## src/shared/tmr_pkg.sv

```systemverilog
// constants for the pulse timer: register map, field positions, resets
// assumes a 32-bit apb slave with byte addresses on an 8-bit paddr
package tmr_pkg;
  localparam int ADDR_W = 8;
  localparam int DATA_W = 32;
  localparam int CNT_W = 16;
  localparam int DIV_SEL_W = 2;
  localparam int DIV_CNT_W = 3;
  // register byte offsets
  localparam logic [7:0] OFF_MODE = 8'h00;
  localparam logic [7:0] OFF_CAPT = 8'h04;
  localparam logic [7:0] OFF_OUTC = 8'h08;
  localparam logic [7:0] OFF_PRES = 8'h0C;
  localparam logic [7:0] OFF_PER = 8'h10;
  localparam logic [7:0] OFF_WID = 8'h14;
  localparam logic [7:0] OFF_CNT = 8'h18;
  localparam logic [7:0] OFF_STAT = 8'h1C;
  localparam logic [7:0] OFF_MASK = 8'h20;
  // timer_mode_control: op_mode_bit_a at 2, op_mode_bit_b at 3
  localparam int MODE_LSB = 2;
  localparam logic [1:0] MODE_STOP = 2'h0;
  localparam logic [1:0] MODE_PPG = 2'h3;
  // timer_output_control fields
  localparam int OC_OE = 0;
  localparam int OC_INV_P = 1;
  localparam int OC_INIT = 2;
  localparam int OC_INV_W = 3;
  localparam int OC_EXT_EN = 4;
  localparam int OC_OS_EN = 5;
  localparam int OC_TRIG = 6;
  localparam logic [7:0] OC_STORE_MASK = 8'hBF;
  // prescaler_mode_reg: divider select at 1:0, edge select at 5:4
  localparam int PRES_DIV_LSB = 0;
  localparam int PRES_EDGE_LSB = 4;
  localparam logic [1:0] EDGE_FALL = 2'h0;
  localparam logic [1:0] EDGE_RISE = 2'h1;
  localparam logic [1:0] EDGE_NONE = 2'h2;
  localparam logic [1:0] EDGE_BOTH = 2'h3;
  // status and mask bits
  localparam int ST_PER = 0;
  localparam int ST_WID = 1;
  localparam int ST_W = 2;
  // reset values
  localparam logic [7:0] RST_CTRL8 = 8'h00;
  localparam logic [15:0] RST_CMP = 16'h0000;
  localparam logic [1:0] RST_ST = 2'h0;
endpackage

```

## src/shared/count_if.sv

```systemverilog
// count-clock tick and sampled trigger edge between prescaler and timer
// assumes both ends on pclk
`timescale 1ns/100ps
interface count_if;
  logic tick;
  logic trig_edge;
  logic [1:0] div_sel;
  logic [1:0] edge_sel;
  modport prov (output tick, output trig_edge, input div_sel, input edge_sel);
  modport use_ (input tick, input trig_edge, output div_sel, output edge_sel);
endinterface

```

## src/hdl/timer_pulse_gen.sv

```systemverilog
// 16-bit up-counting timer with one-shot and programmable pulse output
// assumes an apb master on pclk and a trigger pin synchronous to pclk
//
// Overview of operation
// RULE1 - software trigger clears and starts the counter
// RULE2 - one-shot: active at width, inactive at period
// RULE3 - counter keeps running after pulse; mode 00 stops
// RULE4 - software never retriggers during a running pulse
// RULE5 - period match raises period-match interrupt
// RULE6 - software keeps 0 < width < period
// RULE7 - nonzero mode bits start counting; zero stops
// RULE8 - valid pin edge clears and restarts one-shot
// RULE9 - edge select bits pick rise, fall, both
// RULE10 - width above period swaps activate/deactivate matches
// RULE11 - pin edges ignored while pulse is running
// RULE12 - output control: initial level, inversion, one-shot enable
// RULE13 - pulse generator clears counter on period match
// RULE14 - pulse generator drives continuous rectangular wave
// RULE15 - cycle period+1 counts, width width+1 counts
// RULE16 - matches and outputs act on count-clock ticks
//
// Local design decisions: the APB register port and the register offsets.
`timescale 1ns/100ps
module timer_pulse_gen (
  // clock and reset
  input wire logic pclk,
  input wire logic presetn,
  // apb slave
  input wire logic psel,
  input wire logic penable,
  input wire logic pwrite,
  input wire logic [7:0] paddr,
  input wire logic [31:0] pwdata,
  output logic [31:0] prdata,
  output logic pready,
  output logic pslverr,
  // pins
  input wire logic trigger_input_pin,
  output logic timer_output_pin,
  // interrupt
  output logic timer_irq
);
  function automatic logic at(input logic [7:0] a, input logic [7:0] off);
    at = (a == off);
  endfunction

  count_if cif ();

  // registers
  logic [7:0] mode_q;
  logic [7:0] capt_q;
  logic [7:0] outc_q;
  logic [7:0] pres_q;
  logic [15:0] per_q;
  logic [15:0] wid_q;
  logic [15:0] cnt_q;
  logic [15:0] cnt_d;
  logic [1:0] sta_q;
  logic [1:0] sta_d;
  logic [1:0] msk_q;
  logic busy_q;
  logic busy_d;
  logic out_q;
  logic out_d;
  logic pin_q;
  logic irq_q;
  logic [31:0] prdata_q;
  logic [31:0] rd_mux;
  logic pready_q;
  logic pslverr_q;

  // bus decode
  logic setup;
  logic acc;
  logic wr_en;
  logic rd_en;
  logic mapped;
  assign setup = psel && !penable;
  assign acc = psel && penable && pready_q;
  assign wr_en = acc && pwrite;
  assign rd_en = acc && !pwrite;
  assign mapped = at(paddr, tmr_pkg::OFF_MODE) || at(paddr, tmr_pkg::OFF_CAPT) ||
                  at(paddr, tmr_pkg::OFF_OUTC) || at(paddr, tmr_pkg::OFF_PRES) ||
                  at(paddr, tmr_pkg::OFF_PER) || at(paddr, tmr_pkg::OFF_WID) ||
                  at(paddr, tmr_pkg::OFF_CNT) || at(paddr, tmr_pkg::OFF_STAT) ||
                  at(paddr, tmr_pkg::OFF_MASK);
  assign rd_mux = at(paddr, tmr_pkg::OFF_MODE) ? {24'h000000, mode_q} :
                  at(paddr, tmr_pkg::OFF_CAPT) ? {24'h000000, capt_q} :
                  at(paddr, tmr_pkg::OFF_OUTC) ? {24'h000000, outc_q} :
                  at(paddr, tmr_pkg::OFF_PRES) ? {24'h000000, pres_q} :
                  at(paddr, tmr_pkg::OFF_PER) ? {16'h0000, per_q} :
                  at(paddr, tmr_pkg::OFF_WID) ? {16'h0000, wid_q} :
                  at(paddr, tmr_pkg::OFF_CNT) ? {16'h0000, cnt_q} :
                  at(paddr, tmr_pkg::OFF_STAT) ? {30'h0, sta_q} :
                  at(paddr, tmr_pkg::OFF_MASK) ? {30'h0, msk_q} : 32'h00000000;

  // mode decode
  logic [1:0] op_mode;
  logic run;
  logic ppg;
  logic os_en;
  logic init_lvl;
  logic act_lvl;
  logic os_swap;
  assign op_mode = mode_q[tmr_pkg::MODE_LSB +: 2];
  assign run = (op_mode != tmr_pkg::MODE_STOP); // RULE7
  assign ppg = (op_mode == tmr_pkg::MODE_PPG);
  assign os_en = outc_q[tmr_pkg::OC_OS_EN]; // RULE12
  assign init_lvl = outc_q[tmr_pkg::OC_INIT]; // RULE12
  assign act_lvl = !init_lvl;
  assign os_swap = (wid_q > per_q); // RULE10
  assign cif.div_sel = pres_q[tmr_pkg::PRES_DIV_LSB +: 2];
  assign cif.edge_sel = pres_q[tmr_pkg::PRES_EDGE_LSB +: 2]; // RULE9

  // triggers and count step
  logic sw_trig;
  logic step;
  logic ext_ok;
  logic ppg_wrap;
  logic [15:0] cnt_next;
  logic per_hit;
  logic wid_hit;
  logic set_hit;
  logic end_hit;
  assign sw_trig = wr_en && at(paddr, tmr_pkg::OFF_OUTC) && pwdata[tmr_pkg::OC_TRIG] &&
                   os_en; // RULE1
  assign step = cif.tick && run; // RULE16
  assign ext_ok = step && cif.trig_edge && os_en && outc_q[tmr_pkg::OC_EXT_EN] &&
                  !busy_q; // RULE8 RULE11
  assign ppg_wrap = ppg && (cnt_q == per_q); // RULE13 RULE15
  assign cnt_next = (ext_ok || ppg_wrap) ? 16'h0000 : 16'(cnt_q + 16'h0001);
  assign per_hit = step && (cnt_next == per_q); // RULE16
  assign wid_hit = step && (cnt_next == wid_q); // RULE16
  assign set_hit = os_swap ? per_hit : wid_hit; // RULE2 RULE10
  assign end_hit = os_swap ? wid_hit : per_hit; // RULE2 RULE10
  assign cnt_d = (!run || sw_trig) ? 16'h0000 : step ? cnt_next : cnt_q; // RULE1 RULE3 RULE7

  // one-shot state
  assign busy_d = (!run || !os_en) ? 1'b0 :
                  (sw_trig || ext_ok) ? 1'b1 :
                  end_hit ? 1'b0 : busy_q;

  // output flip-flop
  logic os_out;
  logic ppg_out;
  logic free_out;
  assign os_out = (!busy_q || end_hit) ? init_lvl : set_hit ? act_lvl : out_q; // RULE2
  assign ppg_out = per_hit ? act_lvl : wid_hit ? init_lvl : out_q; // RULE14 RULE15
  assign free_out = out_q ^ (per_hit && outc_q[tmr_pkg::OC_INV_P]) ^
                    (wid_hit && outc_q[tmr_pkg::OC_INV_W]); // RULE12
  assign out_d = (!run || sw_trig) ? init_lvl : os_en ? os_out : ppg ? ppg_out : free_out;

  // status: set wins over read clear
  logic [1:0] sta_set;
  logic sta_clr;
  assign sta_set = {wid_hit, per_hit}; // RULE5
  assign sta_clr = rd_en && at(paddr, tmr_pkg::OFF_STAT);
  assign sta_d = (sta_q & ~{2{sta_clr}}) | sta_set;

  always_ff @(posedge pclk or negedge presetn) begin
    if (!presetn) begin
      mode_q <= tmr_pkg::RST_CTRL8;
      capt_q <= tmr_pkg::RST_CTRL8;
      outc_q <= tmr_pkg::RST_CTRL8;
      pres_q <= tmr_pkg::RST_CTRL8;
      per_q <= tmr_pkg::RST_CMP;
      wid_q <= tmr_pkg::RST_CMP;
      msk_q <= tmr_pkg::RST_ST;
    end else if (wr_en) begin
      if (at(paddr, tmr_pkg::OFF_MODE)) begin
        mode_q <= pwdata[7:0];
      end
      if (at(paddr, tmr_pkg::OFF_CAPT)) begin
        capt_q <= pwdata[7:0];
      end
      if (at(paddr, tmr_pkg::OFF_OUTC)) begin
        outc_q <= pwdata[7:0] & tmr_pkg::OC_STORE_MASK;
      end
      if (at(paddr, tmr_pkg::OFF_PRES)) begin
        pres_q <= pwdata[7:0];
      end
      if (at(paddr, tmr_pkg::OFF_PER)) begin
        per_q <= pwdata[15:0];
      end
      if (at(paddr, tmr_pkg::OFF_WID)) begin
        wid_q <= pwdata[15:0];
      end
      if (at(paddr, tmr_pkg::OFF_MASK)) begin
        msk_q <= pwdata[1:0];
      end
    end
  end

  always_ff @(posedge pclk or negedge presetn) begin
    if (!presetn) begin
      cnt_q <= 16'h0000;
      busy_q <= 1'b0;
      out_q <= 1'b0;
      pin_q <= 1'b0;
      sta_q <= tmr_pkg::RST_ST;
      irq_q <= 1'b0;
    end else begin
      cnt_q <= cnt_d;
      busy_q <= busy_d;
      out_q <= out_d;
      pin_q <= outc_q[tmr_pkg::OC_OE] ? out_d : init_lvl;
      sta_q <= sta_d;
      irq_q <= |(sta_d & msk_q);
    end
  end

  always_ff @(posedge pclk or negedge presetn) begin
    if (!presetn) begin
      prdata_q <= 32'h00000000;
      pready_q <= 1'b0;
      pslverr_q <= 1'b0;
    end else begin
      pready_q <= setup;
      pslverr_q <= setup && !mapped;
      if (setup) begin
        prdata_q <= rd_mux;
      end
    end
  end

  count_prescale u_prescale (
    .pclk(pclk),
    .presetn(presetn),
    .trig_pin(trigger_input_pin),
    .cif(cif)
  );

  assign prdata = prdata_q;
  assign pready = pready_q;
  assign pslverr = pslverr_q;
  assign timer_output_pin = pin_q;
  assign timer_irq = irq_q;

  a_sw_trig_clear: assert property (@(posedge pclk) disable iff (!presetn) // RULE1
    sw_trig && run |=> cnt_q == 16'h0000 && busy_q)
    else $error("software trigger did not restart counter");
  a_os_activate: assert property (@(posedge pclk) disable iff (!presetn) // RULE2
    os_en && busy_q && !os_swap && wid_hit && !per_hit && !sw_trig |=> out_q == act_lvl)
    else $error("one-shot output not activated on width match");
  a_os_finish: assert property (@(posedge pclk) disable iff (!presetn) // RULE2
    os_en && busy_q && end_hit && !sw_trig |=> out_q == init_lvl && !busy_q)
    else $error("one-shot output not ended on closing match");
  a_keep_run: assert property (@(posedge pclk) disable iff (!presetn) // RULE3
    $fell(busy_q) && run && !ppg && !$past(sw_trig) |-> cnt_q == $past(cnt_next))
    else $error("counter stopped after one-shot pulse");
  a_period_irq: assert property (@(posedge pclk) disable iff (!presetn) // RULE5
    per_hit ##1 !sta_clr |-> sta_q[tmr_pkg::ST_PER] ##1
    (irq_q || !$past(msk_q[tmr_pkg::ST_PER])))
    else $error("period match did not raise interrupt");
  a_stop_clear: assert property (@(posedge pclk) disable iff (!presetn) // RULE7
    !run |=> cnt_q == 16'h0000)
    else $error("stopped counter not cleared");
  a_run_count: assert property (@(posedge pclk) disable iff (!presetn) // RULE7
    step && !ext_ok && !ppg_wrap && !sw_trig |=> cnt_q == 16'($past(cnt_q) + 16'h0001))
    else $error("running counter failed to advance");
  a_ext_restart: assert property (@(posedge pclk) disable iff (!presetn) // RULE8
    ext_ok && !sw_trig |=> cnt_q == 16'h0000 && busy_q && out_q == init_lvl)
    else $error("valid trigger edge did not restart pulse");
  a_swap_order: assert property (@(posedge pclk) disable iff (!presetn) // RULE10
    os_en && busy_q && os_swap && per_hit && !wid_hit && !sw_trig |=> out_q == act_lvl)
    else $error("swapped order not activated on period match");
  a_ext_ignored: assert property (@(posedge pclk) disable iff (!presetn) // RULE11
    step && cif.trig_edge && busy_q && !ppg && !sw_trig && !end_hit |=> busy_q &&
    cnt_q == 16'($past(cnt_q) + 16'h0001))
    else $error("trigger edge acted during pulse");
  a_init_level: assert property (@(posedge pclk) disable iff (!presetn) // RULE12
    !run ##1 !run |-> out_q == $past(init_lvl))
    else $error("output not at initial level while stopped");
  a_ppg_wrap: assert property (@(posedge pclk) disable iff (!presetn) // RULE13
    step && ppg && cnt_q == per_q && !sw_trig |=> cnt_q == 16'h0000)
    else $error("pulse generator did not clear on period match");
  a_ppg_rise: assert property (@(posedge pclk) disable iff (!presetn) // RULE14
    ppg && !os_en && per_hit && !sw_trig |=> out_q == act_lvl)
    else $error("pulse generator not active at cycle start");
  a_ppg_width: assert property (@(posedge pclk) disable iff (!presetn) // RULE15
    ppg && !os_en && wid_hit && !per_hit && !sw_trig |=> out_q == init_lvl)
    else $error("pulse generator width end missed");
  a_no_tick_hold: assert property (@(posedge pclk) disable iff (!presetn) // RULE16
    run && !cif.tick && !sw_trig |=> $stable(cnt_q) && $stable(out_q))
    else $error("counter or output moved without count tick");
endmodule // timer_pulse_gen

```

## src/hdl/count_prescale.sv

```systemverilog
// prescaler making the count-clock enable, and trigger edge detection
// assumes the trigger pin is synchronous to pclk
`timescale 1ns/100ps
module count_prescale (
  // clock and reset
  input wire logic pclk,
  input wire logic presetn,
  // trigger pin
  input wire logic trig_pin,
  // to timer
  count_if.prov cif
);
  function automatic logic [2:0] div_mask(input logic [1:0] sel);
    div_mask = 3'((4'h1 << sel) - 4'h1);
  endfunction

  logic [2:0] div_q;
  logic [2:0] div_d;
  logic tick_q;
  logic tick_d;
  logic samp_q;
  logic edge_q;
  logic edge_d;
  logic rise;
  logic fall;

  assign tick_d = (div_q == div_mask(cif.div_sel));
  assign div_d = tick_d ? 3'h0 : 3'(div_q + 3'h1);
  assign rise = trig_pin && !samp_q;
  assign fall = !trig_pin && samp_q;
  assign edge_d = tick_d && ((cif.edge_sel == tmr_pkg::EDGE_RISE) ? rise :
                  (cif.edge_sel == tmr_pkg::EDGE_FALL) ? fall :
                  (cif.edge_sel == tmr_pkg::EDGE_BOTH) ? (rise || fall) : 1'b0); // RULE9

  always_ff @(posedge pclk or negedge presetn) begin
    if (!presetn) begin
      div_q <= 3'h0;
      tick_q <= 1'b0;
      samp_q <= 1'b0;
      edge_q <= 1'b0;
    end else begin
      div_q <= div_d;
      tick_q <= tick_d;
      edge_q <= edge_d;
      if (tick_d) begin
        samp_q <= trig_pin;
      end
    end
  end

  assign cif.tick = tick_q;
  assign cif.trig_edge = edge_q;

  a_edge_rise: assert property (@(posedge pclk) disable iff (!presetn) // RULE9
    tick_d && cif.edge_sel == tmr_pkg::EDGE_RISE && trig_pin && !samp_q |=> edge_q && tick_q)
    else $error("rising trigger edge missed");
  a_edge_none: assert property (@(posedge pclk) disable iff (!presetn) // RULE9
    cif.edge_sel == tmr_pkg::EDGE_NONE |=> !edge_q)
    else $error("edge flagged with no edge selected");
endmodule // count_prescale

```

## config.mk

```make
export PLATFORM = sky130hd
export DESIGN_NAME = timer_pulse_gen
export DESIGN_NICKNAME = d
export VERILOG_FILES = /design/src/shared/tmr_pkg.sv /design/src/shared/count_if.sv /design/src/hdl/timer_pulse_gen.sv /design/src/hdl/count_prescale.sv
export SDC_FILE = /design/constraint.sdc
export NUM_CORES = 1
export LEC_CHECK = 0
export BUFFER_PORTS_ARGS = -buffer_cell sky130_fd_sc_hd__buf_2
export CAP_MARGIN = 30
export CORE_MARGIN = 2
export CORE_UTILIZATION = 53
export CTS_CLUSTER_DIAMETER = 60
export CTS_CLUSTER_SIZE = 16
export DETAILED_ROUTE_END_ITERATION = 7
export PLACE_DENSITY = 0.7
export SLEW_MARGIN = 10
export SYNTH_ARGS = -nofsm -noshare
export SYNTH_HDL_FRONTEND = slang
export SYNTH_SLANG_ARGS = --single-unit
```

## constraint.sdc

```tcl
create_clock -name pclk -period 4.48 [get_ports pclk]
set_input_delay 0.896 -clock pclk [delete_from_list [all_inputs] [get_ports pclk]]
set_output_delay 0.896 -clock pclk [all_outputs]
set_load 0.01 [all_outputs]
```

==> flow_results.xml, run 1 <==
<?xml version="1.0" encoding="UTF-8"?>
<metrics>
  <group name="drt">
    <metric name="drt_pre_antenna_iters" unit="">7</metric>
    <metric name="detail_route.wl_per_cell" unit="um">21.8</metric>
    <metric name="drt_iter0_drc" unit="">743</metric>
    <metric name="avgViaCountPerCell" unit="">6.48</metric>
    <metric name="vias" unit="">6228</metric>
    <metric name="detail-route-antenna-nets" unit="">0</metric>
    <metric name="wl_final" unit="mm">20.9</metric>
    <metric name="route.detailed.drc" unit="">0</metric>
  </group>
  <group name="grt">
    <metric name="global_route.usage.met2" unit="%">49.8</metric>
    <metric name="grt.total_usage" unit="%">29.6</metric>
    <metric name="grt_max_degree" unit="">112</metric>
    <metric name="first_global_vias" unit="">5899</metric>
    <metric name="antenna_found_initial" unit="">0</metric>
    <metric name="grt_first_pass_wirelength" unit="mm">32.7</metric>
    <metric name="met1_usage" unit="%">38.8</metric>
    <metric name="grt_use_met3" unit="%">5.47</metric>
    <metric name="busiest_layer" unit="">met2</metric>
    <metric name="grt_remaining_overflow" unit="">0</metric>
  </group>
  <group name="yosys">
    <metric name="yosys-top-cells-area" unit="">sky130_fd_sc_hd__dfrtp_1, sky130_fd_sc_hd__mux2_2, sky130_fd_sc_hd__ha_1</metric>
    <metric name="synth_largest_area_cell" unit="">sky130_fd_sc_hd__dfrtp_1</metric>
    <metric name="synthAdderAreaFrac" unit="%">3.51</metric>
    <metric name="postSynth.asyncResetShare" unit="%">100</metric>
    <metric name="synth_simple_gate_area_share" unit="%">18.1</metric>
    <metric name="synth-xor-area-share" unit="%">2.95</metric>
    <metric name="ys_seq_elements" unit="">111</metric>
    <metric name="synth_top_area_share" unit="%">39.0</metric>
    <metric name="number_of_enable_type_register_cells_in_the_synthesized_netlist" unit="">0</metric>
    <metric name="ys_dominant_reg_cell" unit="">sky130_fd_sc_hd__dfrtp_1</metric>
    <metric name="synth_cell_types" unit="">78</metric>
    <metric name="synth-seq-area-share" unit="%">39.0</metric>
    <metric name="syn_area_per_cell" unit="sq um">9.54</metric>
    <metric name="muxShareOfSynthArea" unit="%">11.8</metric>
    <metric name="synth_top_family_by_area" unit="">compound AO/OA/AOI/OAI gates</metric>
    <metric name="post_synth_inst_count" unit="">747</metric>
    <metric name="syn_area" unit="sq mm">0.00713</metric>
    <metric name="yosysWarningCount" unit="">0</metric>
    <metric name="synth-compound-area-share" unit="%">18.3</metric>
  </group>
  <group name="clock_network">
    <metric name="root_buf_cell" unit="">sky130_fd_sc_hd__clkbuf_16</metric>
    <metric name="max-clock-path-buffers" unit="">2</metric>
    <metric name="numClockSinks" unit="">111</metric>
    <metric name="cts-buffers-inserted" unit="">9</metric>
    <metric name="cts_hold_repair.buffers" unit="">0</metric>
    <metric name="ctsHtreeMaxLevel" unit="">3</metric>
    <metric name="cts_tree" unit="">yes</metric>
    <metric name="cts_post_setup_buffers_inserted" unit="">0</metric>
    <metric name="cts_resized" unit="">0</metric>
    <metric name="clock_latency" unit="ns">0.36</metric>
    <metric name="clk_transition_reported_paths" unit="ns">0.08</metric>
  </group>
  <group name="sta">
    <metric name="slew_viol_final" unit="">0</metric>
    <metric name="timing.clock.skew" unit="ns">0.0103</metric>
    <metric name="tightestPinTransition" unit="ns">0.831</metric>
    <metric name="min_period" unit="ns">4.10</metric>
    <metric name="setup_viol" unit="">0</metric>
    <metric name="rsz0062_at_grt" unit="">false</metric>
    <metric name="max_freq" unit="GHz">0.244</metric>
    <metric name="relSlewSlack" unit="%">44.4</metric>
    <metric name="final.period_utilization" unit="%">91.5</metric>
    <metric name="setup_slack" unit="ns">0.381</metric>
    <metric name="final_hold_viol_count" unit="">0</metric>
    <metric name="final.setup.tns" unit="ns">0</metric>
  </group>
  <group name="critical_path">
    <metric name="setup.worst_path.class" unit="">reg2reg</metric>
    <metric name="cell_count_of_the_worst_reg_to_reg_path" unit="">11</metric>
    <metric name="arrival" unit="ns">4.38</metric>
    <metric name="crit_path_end_kind" unit="">flop</metric>
    <metric name="cp_startpoint_kind" unit="">flop</metric>
    <metric name="regToRegStartpoint" unit="">cnt_q[0]</metric>
    <metric name="reg2reg_setup_slack" unit="ns">0.38</metric>
    <metric name="critical_path_required" unit="ns">4.76</metric>
    <metric name="critical_path.max_fanout" unit="">11</metric>
    <metric name="critical_path.reg2reg.endpoint" unit="">timer_output_pin</metric>
  </group>
  <group name="cells_and_area">
    <metric name="fin_area" unit="sq mm">0.00781</metric>
    <metric name="diodes" unit="">0</metric>
    <metric name="final_net_count" unit="">846</metric>
    <metric name="layout_cells_excl_fill" unit="">961</metric>
    <metric name="area_growth" unit="%">9.57</metric>
    <metric name="final_layout_size_suffix_gt1_share" unit="%">20.5</metric>
  </group>
  <group name="die">
    <metric name="io-pin-count" unit="">82</metric>
    <metric name="die-height" unit="um">120</metric>
    <metric name="standard_cell_core_area" unit="sq mm">0.0132</metric>
    <metric name="placementRows" unit="">42</metric>
    <metric name="start_util" unit="%">54.0</metric>
    <metric name="die-area" unit="sq mm">0.0144</metric>
    <metric name="die_w" unit="um">120</metric>
  </group>
  <group name="status">
    <metric name="status" unit="">completed</metric>
  </group>
  <group name="power_and_ir_drop">
    <metric name="p_leak" unit="nW">3.64</metric>
    <metric name="power_density" unit="mW/mm^2">268</metric>
    <metric name="total_power" unit="mW">2.09</metric>
    <metric name="vdd.ir_drop.worst" unit="V">0.000260</metric>
  </group>
  <group name="min_path">
    <metric name="min_to" unit="">prdata[7]</metric>
    <metric name="hold_class" unit="">reg2reg</metric>
    <metric name="hold_path_depth" unit="">1</metric>
    <metric name="hold_path_startpoint" unit="">prdata[7]</metric>
  </group>
  <group name="placed_design">
    <metric name="post_dp_cell_area" unit="sq mm">0.00745</metric>
    <metric name="io_buffer_count" unit="">49</metric>
    <metric name="dp_slack" unit="ns">0.451</metric>
    <metric name="placed_cells" unit="">944</metric>
    <metric name="hpwlAfterDp" unit="mm">15.5</metric>
    <metric name="place_congestion" unit="">0.959</metric>
  </group>
  <group name="run">
    <metric name="drv.max_cap_violation_count" unit="">0</metric>
  </group>
</metrics>
where the power goes:
part           internal (mW)  switching (mW)
Combinational         0.0400          0.0898
Sequential              1.02          0.0156
Clock                  0.509           0.421
critical path: stages, from the launching register on:
cell	delay, ns
sky130_fd_sc_hd__dfrtp_1	0.61
sky130_fd_sc_hd__ha_1	0.23
sky130_fd_sc_hd__and3_1	0.36
sky130_fd_sc_hd__nand4_4	0.16
sky130_fd_sc_hd__a211oi_1	0.29
sky130_fd_sc_hd__o221ai_1	0.18
sky130_fd_sc_hd__or4_1	0.54
sky130_fd_sc_hd__o31a_1	0.41
sky130_fd_sc_hd__or4_4	0.51
sky130_fd_sc_hd__a222oi_1	0.40
sky130_fd_sc_hd__nor3b_1	0.14
sky130_fd_sc_hd__a41oi_2	0.17
metal layers:
layer  wire, um  part of all wire, %
met5          0                    0
met4        640                  3.1
met3       1530                  7.3
met2      10300                   49
met1       8480                   41
cell type report:
cell class	count	area (sq um)
Tap cell	176	220
Multi-Input combinational cell	561	3960
Fill cell	1136	5380
Inverter	32	120
Clock inverter	7	124
Sequential cell	111	2780
Timing Repair Buffer	65	378
Clock buffer	9	225
registers in the layout, indices dropped and copies added (netlist names), 3 cells and up:
name / count
prdata: 16
u_prescale.div_q: 3
pres_q: 8
per_q: 16
outc_q: 7
capt_q: 8
mode_q: 8
cnt_q: 16
wid_q: 16
worst max path at each step:
stage,endpoint,from,depth (start not counted),slack [ns]
floorplan,timer_output_pin,cnt_q[1],12,0.98
global placement,timer_output_pin,cnt_q[0],11,0.54
detailed placement,timer_output_pin,cnt_q[0],11,0.45
CTS,timer_output_pin,cnt_q[0],11,0.42
global route,timer_output_pin,cnt_q[8],10,0.16
finish,timer_output_pin,cnt_q[0],11,0.38
layout by cell type (no fill, tap or decap), types with 7 or more instances in the layout:
cell type / n
sky130_fd_sc_hd__a21o_1: 16
sky130_fd_sc_hd__dfrtp_1: 111
sky130_fd_sc_hd__o221ai_1: 7
sky130_fd_sc_hd__nand3_1: 22
sky130_fd_sc_hd__a31oi_1: 8
sky130_fd_sc_hd__o21ai_0: 50
sky130_fd_sc_hd__nor2_1: 47
sky130_fd_sc_hd__nand2_1: 52
sky130_fd_sc_hd__buf_4: 15
sky130_fd_sc_hd__nand4_1: 14
sky130_fd_sc_hd__inv_1: 32
sky130_fd_sc_hd__xnor2_1: 17
sky130_fd_sc_hd__nor2b_1: 9
sky130_fd_sc_hd__nor3_1: 19
sky130_fd_sc_hd__conb_1: 16
sky130_fd_sc_hd__a21oi_1: 23
sky130_fd_sc_hd__o31ai_1: 10
sky130_fd_sc_hd__mux2i_1: 10
sky130_fd_sc_hd__a22o_1: 11
sky130_fd_sc_hd__mux2_2: 64
sky130_fd_sc_hd__a211oi_1: 7
sky130_fd_sc_hd__xor2_1: 7
sky130_fd_sc_hd__clkbuf_16: 9
sky130_fd_sc_hd__nor4_1: 9
sky130_fd_sc_hd__ha_1: 20
sky130_fd_sc_hd__buf_2: 48
sky130_fd_sc_hd__and3_1: 9
logic make-up after synthesis:
family	after synthesis
other	1
flip-flops	111
XOR/XNOR	24
AO/OA/AOI/OAI	188
multiplexers	75
adder cells (fa/ha/maj)	20
AND/OR/NAND/NOR	238
buffers and inverters	90
synth_stat cells, types with 3 or more instances:
| cell | number |
|---|---|
| sky130_fd_sc_hd__xor2_1 | 7 |
| sky130_fd_sc_hd__nor3_1 | 19 |
| sky130_fd_sc_hd__and3_1 | 9 |
| sky130_fd_sc_hd__a32oi_1 | 4 |
| sky130_fd_sc_hd__nor2_1 | 47 |
| sky130_fd_sc_hd__a221oi_1 | 3 |
| sky130_fd_sc_hd__inv_1 | 32 |
| sky130_fd_sc_hd__and4_1 | 3 |
| sky130_fd_sc_hd__or3_1 | 4 |
| sky130_fd_sc_hd__o22ai_1 | 6 |
| sky130_fd_sc_hd__buf_4 | 22 |
| sky130_fd_sc_hd__or2_2 | 3 |
| sky130_fd_sc_hd__o221ai_1 | 7 |
| sky130_fd_sc_hd__nand2_1 | 52 |
| sky130_fd_sc_hd__a31oi_1 | 8 |
| sky130_fd_sc_hd__o31ai_1 | 10 |
| sky130_fd_sc_hd__and2_0 | 4 |
| sky130_fd_sc_hd__nor4b_1 | 3 |
| sky130_fd_sc_hd__o2111ai_1 | 3 |
| sky130_fd_sc_hd__clkbuf_1 | 27 |
| sky130_fd_sc_hd__nor4_1 | 9 |
| sky130_fd_sc_hd__a21o_1 | 16 |
| sky130_fd_sc_hd__dfrtp_1 | 111 |
| sky130_fd_sc_hd__a211oi_1 | 7 |
| sky130_fd_sc_hd__or4_1 | 6 |
| sky130_fd_sc_hd__and2_1 | 6 |
| sky130_fd_sc_hd__nand4_1 | 14 |
| sky130_fd_sc_hd__xnor2_1 | 17 |
| sky130_fd_sc_hd__a21oi_1 | 23 |
| sky130_fd_sc_hd__o21a_1 | 6 |
| sky130_fd_sc_hd__buf_1 | 4 |
| sky130_fd_sc_hd__a22o_1 | 11 |
| sky130_fd_sc_hd__a22oi_1 | 5 |
| sky130_fd_sc_hd__nand3_1 | 22 |
| sky130_fd_sc_hd__mux2i_1 | 10 |
| sky130_fd_sc_hd__o21ai_0 | 50 |
| sky130_fd_sc_hd__a222oi_1 | 6 |
| sky130_fd_sc_hd__ha_1 | 20 |
| sky130_fd_sc_hd__nand2b_1 | 6 |
| sky130_fd_sc_hd__mux2_2 | 64 |
| sky130_fd_sc_hd__o211ai_1 | 5 |
| sky130_fd_sc_hd__nor2b_1 | 9 |
| sky130_fd_sc_hd__nor3b_1 | 4 |
per-stage QoR:
| step | util, % | hold WS, ns |
|---|---|---|
| final | 59.2 | 0.473 |
| after global routing | 59.2 | 0.503 |
| after CTS | 59.2 | 0.478 |
| after detailed placement | 56.5 | 0.461 |
| after global placement | 56.5 | 0.456 |
| after floorplan | - | 0.454 |
(Power assumes the default switching activity.)
==> inputs of run 2 (changes only) <==
Settings changed: CTS_BUF_LIST set to sky130_fd_sc_hd__clkbuf_4.
==> run 2 against run 1 <==
Compared with the run above:
- sequential share of layout area increased by 0.76 points
- cell count fell by 0.10%
- via count decreased by 0.31%
- hold slack lost 0.064 ns
- global-route usage is 0.19 points lower
- die area stayed put
- first-iteration DRC count shrank 14%
- critical path depth stayed put
- critical path type unchanged
- largest power group unchanged
- highest routed layer unchanged
==> flow_results.xml, run 2 (synthesized netlist as in run 1, its figures left out) <==
<?xml version="1.0" encoding="UTF-8"?>
<metrics>
  <group name="critical_path">
    <metric name="slowest_delay" unit="ns">0.66</metric>
    <metric name="timing.critical_path.slowest_stage_cell" unit="">sky130_fd_sc_hd__dfrtp_1</metric>
    <metric name="crit_path_end_kind" unit="">flop</metric>
    <metric name="worstSetupStartpoint" unit="">cnt_q[0]</metric>
    <metric name="critical_path.top_delay_family" unit="">simple AND/OR/NAND/NOR gates</metric>
    <metric name="crit_buf_inv" unit="">0</metric>
    <metric name="setup.worst_path.class" unit="">reg2reg</metric>
    <metric name="arrival" unit="ns">4.59</metric>
    <metric name="regToRegStartpoint" unit="">cnt_q[0]</metric>
    <metric name="cp_cell_sequence" unit="">ha_1, and3_1, nand4_4, a211oi_1, o221ai_1, or4_1, o31a_1, or4_4, a222oi_1, nor3b_1, a41oi_2</metric>
    <metric name="critical_path_required" unit="ns">4.92</metric>
    <metric name="cp_startpoint_kind" unit="">flop</metric>
    <metric name="critical_path.max_fanout" unit="">11</metric>
  </group>
  <group name="sta">
    <metric name="final.period_utilization" unit="%">92.6</metric>
    <metric name="setup_slack" unit="ns">0.332</metric>
    <metric name="timing.clock.skew" unit="ns">0.0224</metric>
    <metric name="final_hold_viol_count" unit="">0</metric>
    <metric name="final.setup.tns" unit="ns">0</metric>
    <metric name="setup_viol" unit="">0</metric>
    <metric name="max_freq" unit="GHz">0.241</metric>
    <metric name="relSlewSlack" unit="%">38.6</metric>
    <metric name="tightestPinTransition" unit="ns">0.909</metric>
    <metric name="slew_viol_final" unit="">0</metric>
    <metric name="rsz0062_at_grt" unit="">false</metric>
    <metric name="min_period" unit="ns">4.15</metric>
  </group>
  <group name="clock_network">
    <metric name="root_buf_cell" unit="">sky130_fd_sc_hd__clkbuf_4</metric>
    <metric name="numClockSinks" unit="">111</metric>
    <metric name="cts_hold_repair.buffers" unit="">0</metric>
    <metric name="cts_tree" unit="">yes</metric>
    <metric name="cts-buffers-inserted" unit="">9</metric>
    <metric name="ctsHtreeMaxLevel" unit="">3</metric>
    <metric name="cts_resized" unit="">0</metric>
    <metric name="max-clock-path-buffers" unit="">2</metric>
    <metric name="clk_transition_reported_paths" unit="ns">0.19</metric>
    <metric name="cts_post_setup_buffers_inserted" unit="">0</metric>
    <metric name="clock_latency" unit="ns">0.51</metric>
  </group>
  <group name="drt">
    <metric name="wl_final" unit="mm">20.8</metric>
    <metric name="detail_route.wl_per_cell" unit="um">21.7</metric>
    <metric name="avgViaCountPerCell" unit="">6.47</metric>
    <metric name="route.detailed.drc" unit="">0</metric>
    <metric name="drt_pre_antenna_iters" unit="">5</metric>
    <metric name="drt_iter0_drc" unit="">637</metric>
    <metric name="detail-route-antenna-nets" unit="">0</metric>
    <metric name="vias" unit="">6209</metric>
  </group>
  <group name="placed_design">
    <metric name="place_congestion" unit="">0.959</metric>
    <metric name="dp_slack" unit="ns">0.451</metric>
    <metric name="io_buffer_count" unit="">49</metric>
    <metric name="hpwlAfterDp" unit="mm">15.5</metric>
  </group>
  <group name="die">
    <metric name="placementRows" unit="">42</metric>
    <metric name="die_w" unit="um">120</metric>
    <metric name="die-height" unit="um">120</metric>
    <metric name="io-pin-count" unit="">82</metric>
    <metric name="standard_cell_core_area" unit="sq mm">0.0132</metric>
    <metric name="start_util" unit="%">54.0</metric>
    <metric name="die-area" unit="sq mm">0.0144</metric>
  </group>
  <group name="status">
    <metric name="status" unit="">completed</metric>
  </group>
  <group name="run">
    <metric name="drv.max_cap_violation_count" unit="">0</metric>
  </group>
  <group name="cells_and_area">
    <metric name="multi_input_area" unit="sq mm">0.00396</metric>
    <metric name="layout.filler_cells" unit="">1166</metric>
    <metric name="layout.area.seq" unit="sq mm">0.00278</metric>
    <metric name="layout_common_cells" unit="">sky130_fd_sc_hd__dfrtp_1, sky130_fd_sc_hd__mux2_2, sky130_fd_sc_hd__nand2_1</metric>
    <metric name="area_growth" unit="%">7.29</metric>
    <metric name="final_layout_size_suffix_gt1_share" unit="%">20.4</metric>
    <metric name="diodes" unit="">0</metric>
    <metric name="commonest_non_fill_non_tap_cell_in_the_layout" unit="">sky130_fd_sc_hd__dfrtp_1</metric>
    <metric name="final_net_count" unit="">845</metric>
  </group>
  <group name="grt">
    <metric name="grt_remaining_overflow" unit="">0</metric>
    <metric name="grt.total_usage" unit="%">29.4</metric>
    <metric name="grt_first_pass_wirelength" unit="mm">32.5</metric>
    <metric name="antenna_found_initial" unit="">0</metric>
    <metric name="first_global_vias" unit="">5893</metric>
    <metric name="grt_max_degree" unit="">112</metric>
  </group>
  <group name="power_and_ir_drop">
    <metric name="power_density" unit="mW/mm^2">235</metric>
    <metric name="vdd.ir_drop.worst" unit="V">0.000283</metric>
    <metric name="p_leak" unit="nW">3.57</metric>
  </group>
  <group name="min_path">
    <metric name="hold_class" unit="">in2async</metric>
  </group>
</metrics>
run 2: area by class of cell:
class | count | share of cell area [%]
clock buffers | 9 | 0.884
clock inverters | 7 | 1.62
repair buffers | 64 | 4.88
inverters | 32 | 1.57
well taps | 176 | 2.88
flip-flops and latches | 111 | 36.3
multi-input cells | 561 | 51.8
run 2: report_power, final:
| part | switching (mW) | total, mW | internal [mW] |
|---|---|---|---|
| Clock | 0.386 | 0.630 | 0.244 |
| Combinational | 0.0896 | 0.130 | 0.0400 |
| Sequential | 0.0155 | 1.04 | 1.02 |
| Total | 0.491 | 1.80 | 1.30 |
run 2: path summary, 6_finish.rpt:
kind                       cells past startpoint                to  slack [ns]
setup / recovery                              11  timer_output_pin        0.33
hold / removal                                 2         cnt_q[13]        0.41
setup reg to reg                              11  timer_output_pin        0.33
hold reg to reg                                1         prdata[7]        0.49
max in group asynchronous                      2        prdata[11]        3.56
min in group pclk                              1         prdata[7]        0.49
run 2: through the flow:
step	cells	hold WS (ns)	util, %	cell area [sq um]	power, mW
floorplan	762	0.454	-	7180	1.13
global placement	944	0.456	56.5	7450	1.18
global route	960	0.471	58.0	7650	1.87
CTS	960	0.453	58.0	7650	1.81
finish	960	0.410	58.0	7650	1.80
detailed placement	944	0.461	56.5	7450	1.18
run 2: worst register-to-register path: stages (launching register included):
cell and delay [ns]:
sky130_fd_sc_hd__dfrtp_1 0.66, sky130_fd_sc_hd__ha_1 0.24, sky130_fd_sc_hd__and3_1 0.36, sky130_fd_sc_hd__nand4_4 0.15, sky130_fd_sc_hd__a211oi_1 0.29, sky130_fd_sc_hd__o221ai_1 0.19, sky130_fd_sc_hd__or4_1 0.54, sky130_fd_sc_hd__o31a_1 0.41
sky130_fd_sc_hd__or4_4 0.51, sky130_fd_sc_hd__a222oi_1 0.42, sky130_fd_sc_hd__nor3b_1 0.14, sky130_fd_sc_hd__a41oi_2 0.17
run 2: routing by layer:
| metal | vias up | wire length [um] | track usage [%] | share of wire [%] |
|---|---|---|---|---|
| met5 | - | 0 | 0 | 0 |
| met4 | 0 | 497 | 8.38 | 2.4 |
| met3 | 47 | 1390 | 5.28 | 6.7 |
| met2 | 297 | 10500 | 50.2 | 50 |
| met1 | 3052 | 8450 | 38.2 | 41 |
| li1 | 2813 | - | - | - |
==> inputs of run 3 (changes only) <==
Settings changed: ABC_AREA set to 1, PLACE_DENSITY 0.7 to 0.71.
==> run 3 against run 2 <==
Compared with the run above:
- the flow now finishes with violations (DRC)
- clock power fell by 24%
- clock skew rose by 0.015 ns
- design area fell by 2.1%
- power fell by 8.3%
- critical endpoint unchanged
==> flow_results.xml, run 3 <==
<?xml version="1.0" encoding="UTF-8"?>
<metrics>
  <group name="power_and_ir_drop">
    <metric name="power_density" unit="mW/mm^2">220</metric>
    <metric name="p_leak" unit="nW">3.83</metric>
    <metric name="vdd.ir_drop.worst" unit="V">0.000145</metric>
  </group>
  <group name="drt">
    <metric name="vias" unit="">6799</metric>
    <metric name="detail_route.wl_per_cell" unit="um">17.0</metric>
    <metric name="wl_final" unit="mm">20.5</metric>
    <metric name="avgViaCountPerCell" unit="">5.63</metric>
    <metric name="drt_iter0_drc" unit="">697</metric>
    <metric name="detail-route-antenna-nets" unit="">0</metric>
    <metric name="drt_pre_antenna_iters" unit="">8</metric>
    <metric name="route.detailed.drc" unit="">1</metric>
  </group>
  <group name="yosys">
    <metric name="synth_largest_area_cell" unit="">sky130_fd_sc_hd__dfrtp_1</metric>
    <metric name="synth_top_area_share" unit="%">39.5</metric>
    <metric name="netlist_top_cells_count" unit="">sky130_fd_sc_hd__nand2_1, sky130_fd_sc_hd__dfrtp_1, sky130_fd_sc_hd__inv_1</metric>
    <metric name="postSynth.asyncResetShare" unit="%">100</metric>
    <metric name="syn_area" unit="sq mm">0.00703</metric>
    <metric name="yosys-top-cells-area" unit="">sky130_fd_sc_hd__dfrtp_1, sky130_fd_sc_hd__nand2_1, sky130_fd_sc_hd__o21ai_0</metric>
    <metric name="synth_most_common_cell" unit="">sky130_fd_sc_hd__nand2_1</metric>
    <metric name="synth_cell_types" unit="">41</metric>
    <metric name="ys_seq_elements" unit="">111</metric>
    <metric name="ys_dominant_reg_cell" unit="">sky130_fd_sc_hd__dfrtp_1</metric>
    <metric name="syn_area_per_cell" unit="sq um">7.10</metric>
    <metric name="post_synth_inst_count" unit="">989</metric>
    <metric name="yosysWarningCount" unit="">0</metric>
    <metric name="number_of_enable_type_register_cells_in_the_synthesized_netlist" unit="">0</metric>
    <metric name="synth-seq-area-share" unit="%">39.5</metric>
  </group>
  <group name="cells_and_area">
    <metric name="final_net_count" unit="">1092</metric>
    <metric name="final_layout_size_suffix_gt1_share" unit="%">10.1</metric>
    <metric name="layout_common_cells" unit="">sky130_fd_sc_hd__nand2_1, sky130_fd_sc_hd__dfrtp_1, sky130_fd_sc_hd__inv_1</metric>
    <metric name="commonest_non_fill_non_tap_cell_in_the_layout" unit="">sky130_fd_sc_hd__nand2_1</metric>
    <metric name="fin_area" unit="sq mm">0.00748</metric>
    <metric name="area_growth" unit="%">6.52</metric>
  </group>
  <group name="sta">
    <metric name="hold-worst-slack" unit="ns">0.435</metric>
    <metric name="min_period" unit="ns">3.28</metric>
    <metric name="final.period_utilization" unit="%">73.1</metric>
    <metric name="max_freq" unit="GHz">0.305</metric>
    <metric name="slew_viol_final" unit="">0</metric>
    <metric name="timing.clock.skew" unit="ns">0.0370</metric>
    <metric name="tightestPinTransition" unit="ns">0.886</metric>
    <metric name="rsz0062_at_grt" unit="">false</metric>
    <metric name="setup_viol" unit="">0</metric>
    <metric name="final.setup.tns" unit="ns">0</metric>
    <metric name="final_hold_viol_count" unit="">0</metric>
    <metric name="relSlewSlack" unit="%">40.8</metric>
  </group>
  <group name="clock_network">
    <metric name="cts_hold_repair.buffers" unit="">0</metric>
    <metric name="cts_tree" unit="">yes</metric>
    <metric name="cts-buffers-inserted" unit="">9</metric>
    <metric name="root_buf_cell" unit="">sky130_fd_sc_hd__clkbuf_4</metric>
    <metric name="max-clock-path-buffers" unit="">2</metric>
    <metric name="cts_resized" unit="">0</metric>
    <metric name="clock_latency" unit="ns">0.52</metric>
    <metric name="cts_post_setup_buffers_inserted" unit="">0</metric>
    <metric name="ctsHtreeMaxLevel" unit="">3</metric>
    <metric name="clk_transition_reported_paths" unit="ns">0.19</metric>
    <metric name="numClockSinks" unit="">111</metric>
  </group>
  <group name="grt">
    <metric name="grt_remaining_overflow" unit="">0</metric>
    <metric name="grt_first_pass_wirelength" unit="mm">32.5</metric>
    <metric name="grt_max_degree" unit="">59</metric>
    <metric name="grt.total_usage" unit="%">29.8</metric>
    <metric name="antenna_found_initial" unit="">1</metric>
    <metric name="first_global_vias" unit="">6002</metric>
  </group>
  <group name="die">
    <metric name="die_w" unit="um">119</metric>
    <metric name="io-pin-count" unit="">82</metric>
    <metric name="placementRows" unit="">42</metric>
    <metric name="die-area" unit="sq mm">0.0142</metric>
    <metric name="die-height" unit="um">119</metric>
    <metric name="start_util" unit="%">53.7</metric>
    <metric name="standard_cell_core_area" unit="sq mm">0.0131</metric>
  </group>
  <group name="placed_design">
    <metric name="io_buffer_count" unit="">49</metric>
    <metric name="place_congestion" unit="">1.03</metric>
    <metric name="post_dp_cell_area" unit="sq mm">0.00735</metric>
    <metric name="hpwlAfterDp" unit="mm">15.3</metric>
  </group>
  <group name="critical_path">
    <metric name="critical_path.top_delay_family" unit="">simple AND/OR/NAND/NOR gates</metric>
    <metric name="cp_startpoint_kind" unit="">flop</metric>
    <metric name="crit_buf_inv" unit="">0</metric>
    <metric name="slowest_delay" unit="ns">0.47</metric>
    <metric name="setup.worst_path.class" unit="">reg2reg</metric>
    <metric name="reg2reg_setup_slack" unit="ns">1.20</metric>
    <metric name="critical_path_required" unit="ns">4.90</metric>
    <metric name="crit_path_end_kind" unit="">flop</metric>
    <metric name="cell_count_of_the_worst_reg_to_reg_path" unit="">17</metric>
    <metric name="critical_path.reg2reg.endpoint" unit="">timer_output_pin</metric>
    <metric name="critical_path.max_fanout" unit="">52</metric>
    <metric name="cp_cell_sequence" unit="">nand2_1, a21oi_1, nand3_1, nor2_4, nand3_4, nand3_1, nand2_1, nand2_1, nand3_1, nor2_1, nand4_1, nand3_1, a21oi_1, a21oi_1, nand2_1, nand3_1, nand2_1</metric>
    <metric name="regToRegStartpoint" unit="">mode_q[3]</metric>
    <metric name="arrival" unit="ns">3.69</metric>
    <metric name="timing.critical_path.slowest_stage_cell" unit="">sky130_fd_sc_hd__dfrtp_1</metric>
  </group>
  <group name="status">
    <metric name="status" unit="">finished, violations left</metric>
    <metric name="violations_in_the_final_reports" unit="">DRC</metric>
  </group>
  <group name="min_path">
    <metric name="hold_class" unit="">in2async</metric>
  </group>
  <group name="run">
    <metric name="drv.max_cap_violation_count" unit="">0</metric>
  </group>
</metrics>
## run 3: cell types whose count changed after synthesis, sizes merged, moves of 11 or more
cell	delta
nand2	+254
nor3	-13
nand4	+37
o22ai	+24
o31ai	-11
and2	-11
a21o	-15
mux2	-64
inv	+89
nand3	+32
xnor2	-13
o21ai	+41
nor2	+37
## run 3: kinds of logic (layout without fill, tap and decap cells)
kind of cell	count (synthesis)	after routing	share of synthesized area (%)
other	1	17	0.0534
flip-flops	111	111	39.5
buffers and inverters	168	195	10.3
XOR/XNOR	15	15	1.98
AND/OR/NAND/NOR	508	508	31.3
adder cells (fa/ha/maj)	20	20	3.56
AO/OA/AOI/OAI	166	166	13.3
## run 3: worst reg2reg max path, delay by kind of cell, from the launching register on
kind	cells	cell delay, ns
simple gates	14	2.30
flops	1	0.47
compound gates	3	0.40
## run 3: cell type report
class / count / area (sq um)
Inverter: 123 / 462
Tap cell: 176 / 220
Sequential cell: 111 / 2780
Antenna cell: 1 / 2.50
Clock buffer: 10 / 75.1
Timing Repair Buffer: 56 / 320
Clock inverter: 6 / 42.5
Multi-Input combinational cell: 725 / 3580
Fill cell: 1332 / 5600
## run 3: through the flow
stage	setup WS, ns	instances	utilization, %	power, mW
finish	1.20	1208	57.2	1.65
global route	0.845	1208	57.2	1.71
CTS	1.29	1206	57.1	1.65
detailed placement	1.33	1190	56.2	1.18
global placement	1.33	1190	56.2	1.18
floorplan	1.83	1004	-	1.13
## run 3: worst max path at each step
stage / from / endpoint / slack [ns] / cells after the start
floorplan: paddr[7] / cnt_q[0] / 1.83 / 13
global placement: mode_q[3] / timer_output_pin / 1.33 / 17
finish: mode_q[3] / timer_output_pin / 1.20 / 17
detailed placement: paddr[5] / prdata[1] / 1.33 / 12
global route: mode_q[3] / timer_output_pin / 0.85 / 17
CTS: mode_q[3] / timer_output_pin / 1.29 / 17
## run 3: report_power, final
part / switching [mW] / internal, mW
sequential: 0.0168 / 1.02
combinational: 0.0915 / 0.0372
clock: 0.357 / 0.123
total: 0.465 / 1.18
## run 3: routing by layer
metal | part of all wire (%) | track usage, %
met1 | 48 | 47.1
met3 | 9.1 | 3.40
met4 | 2.6 | 10.3
met5 | 0 | 0
met2 | 40 | 41.8
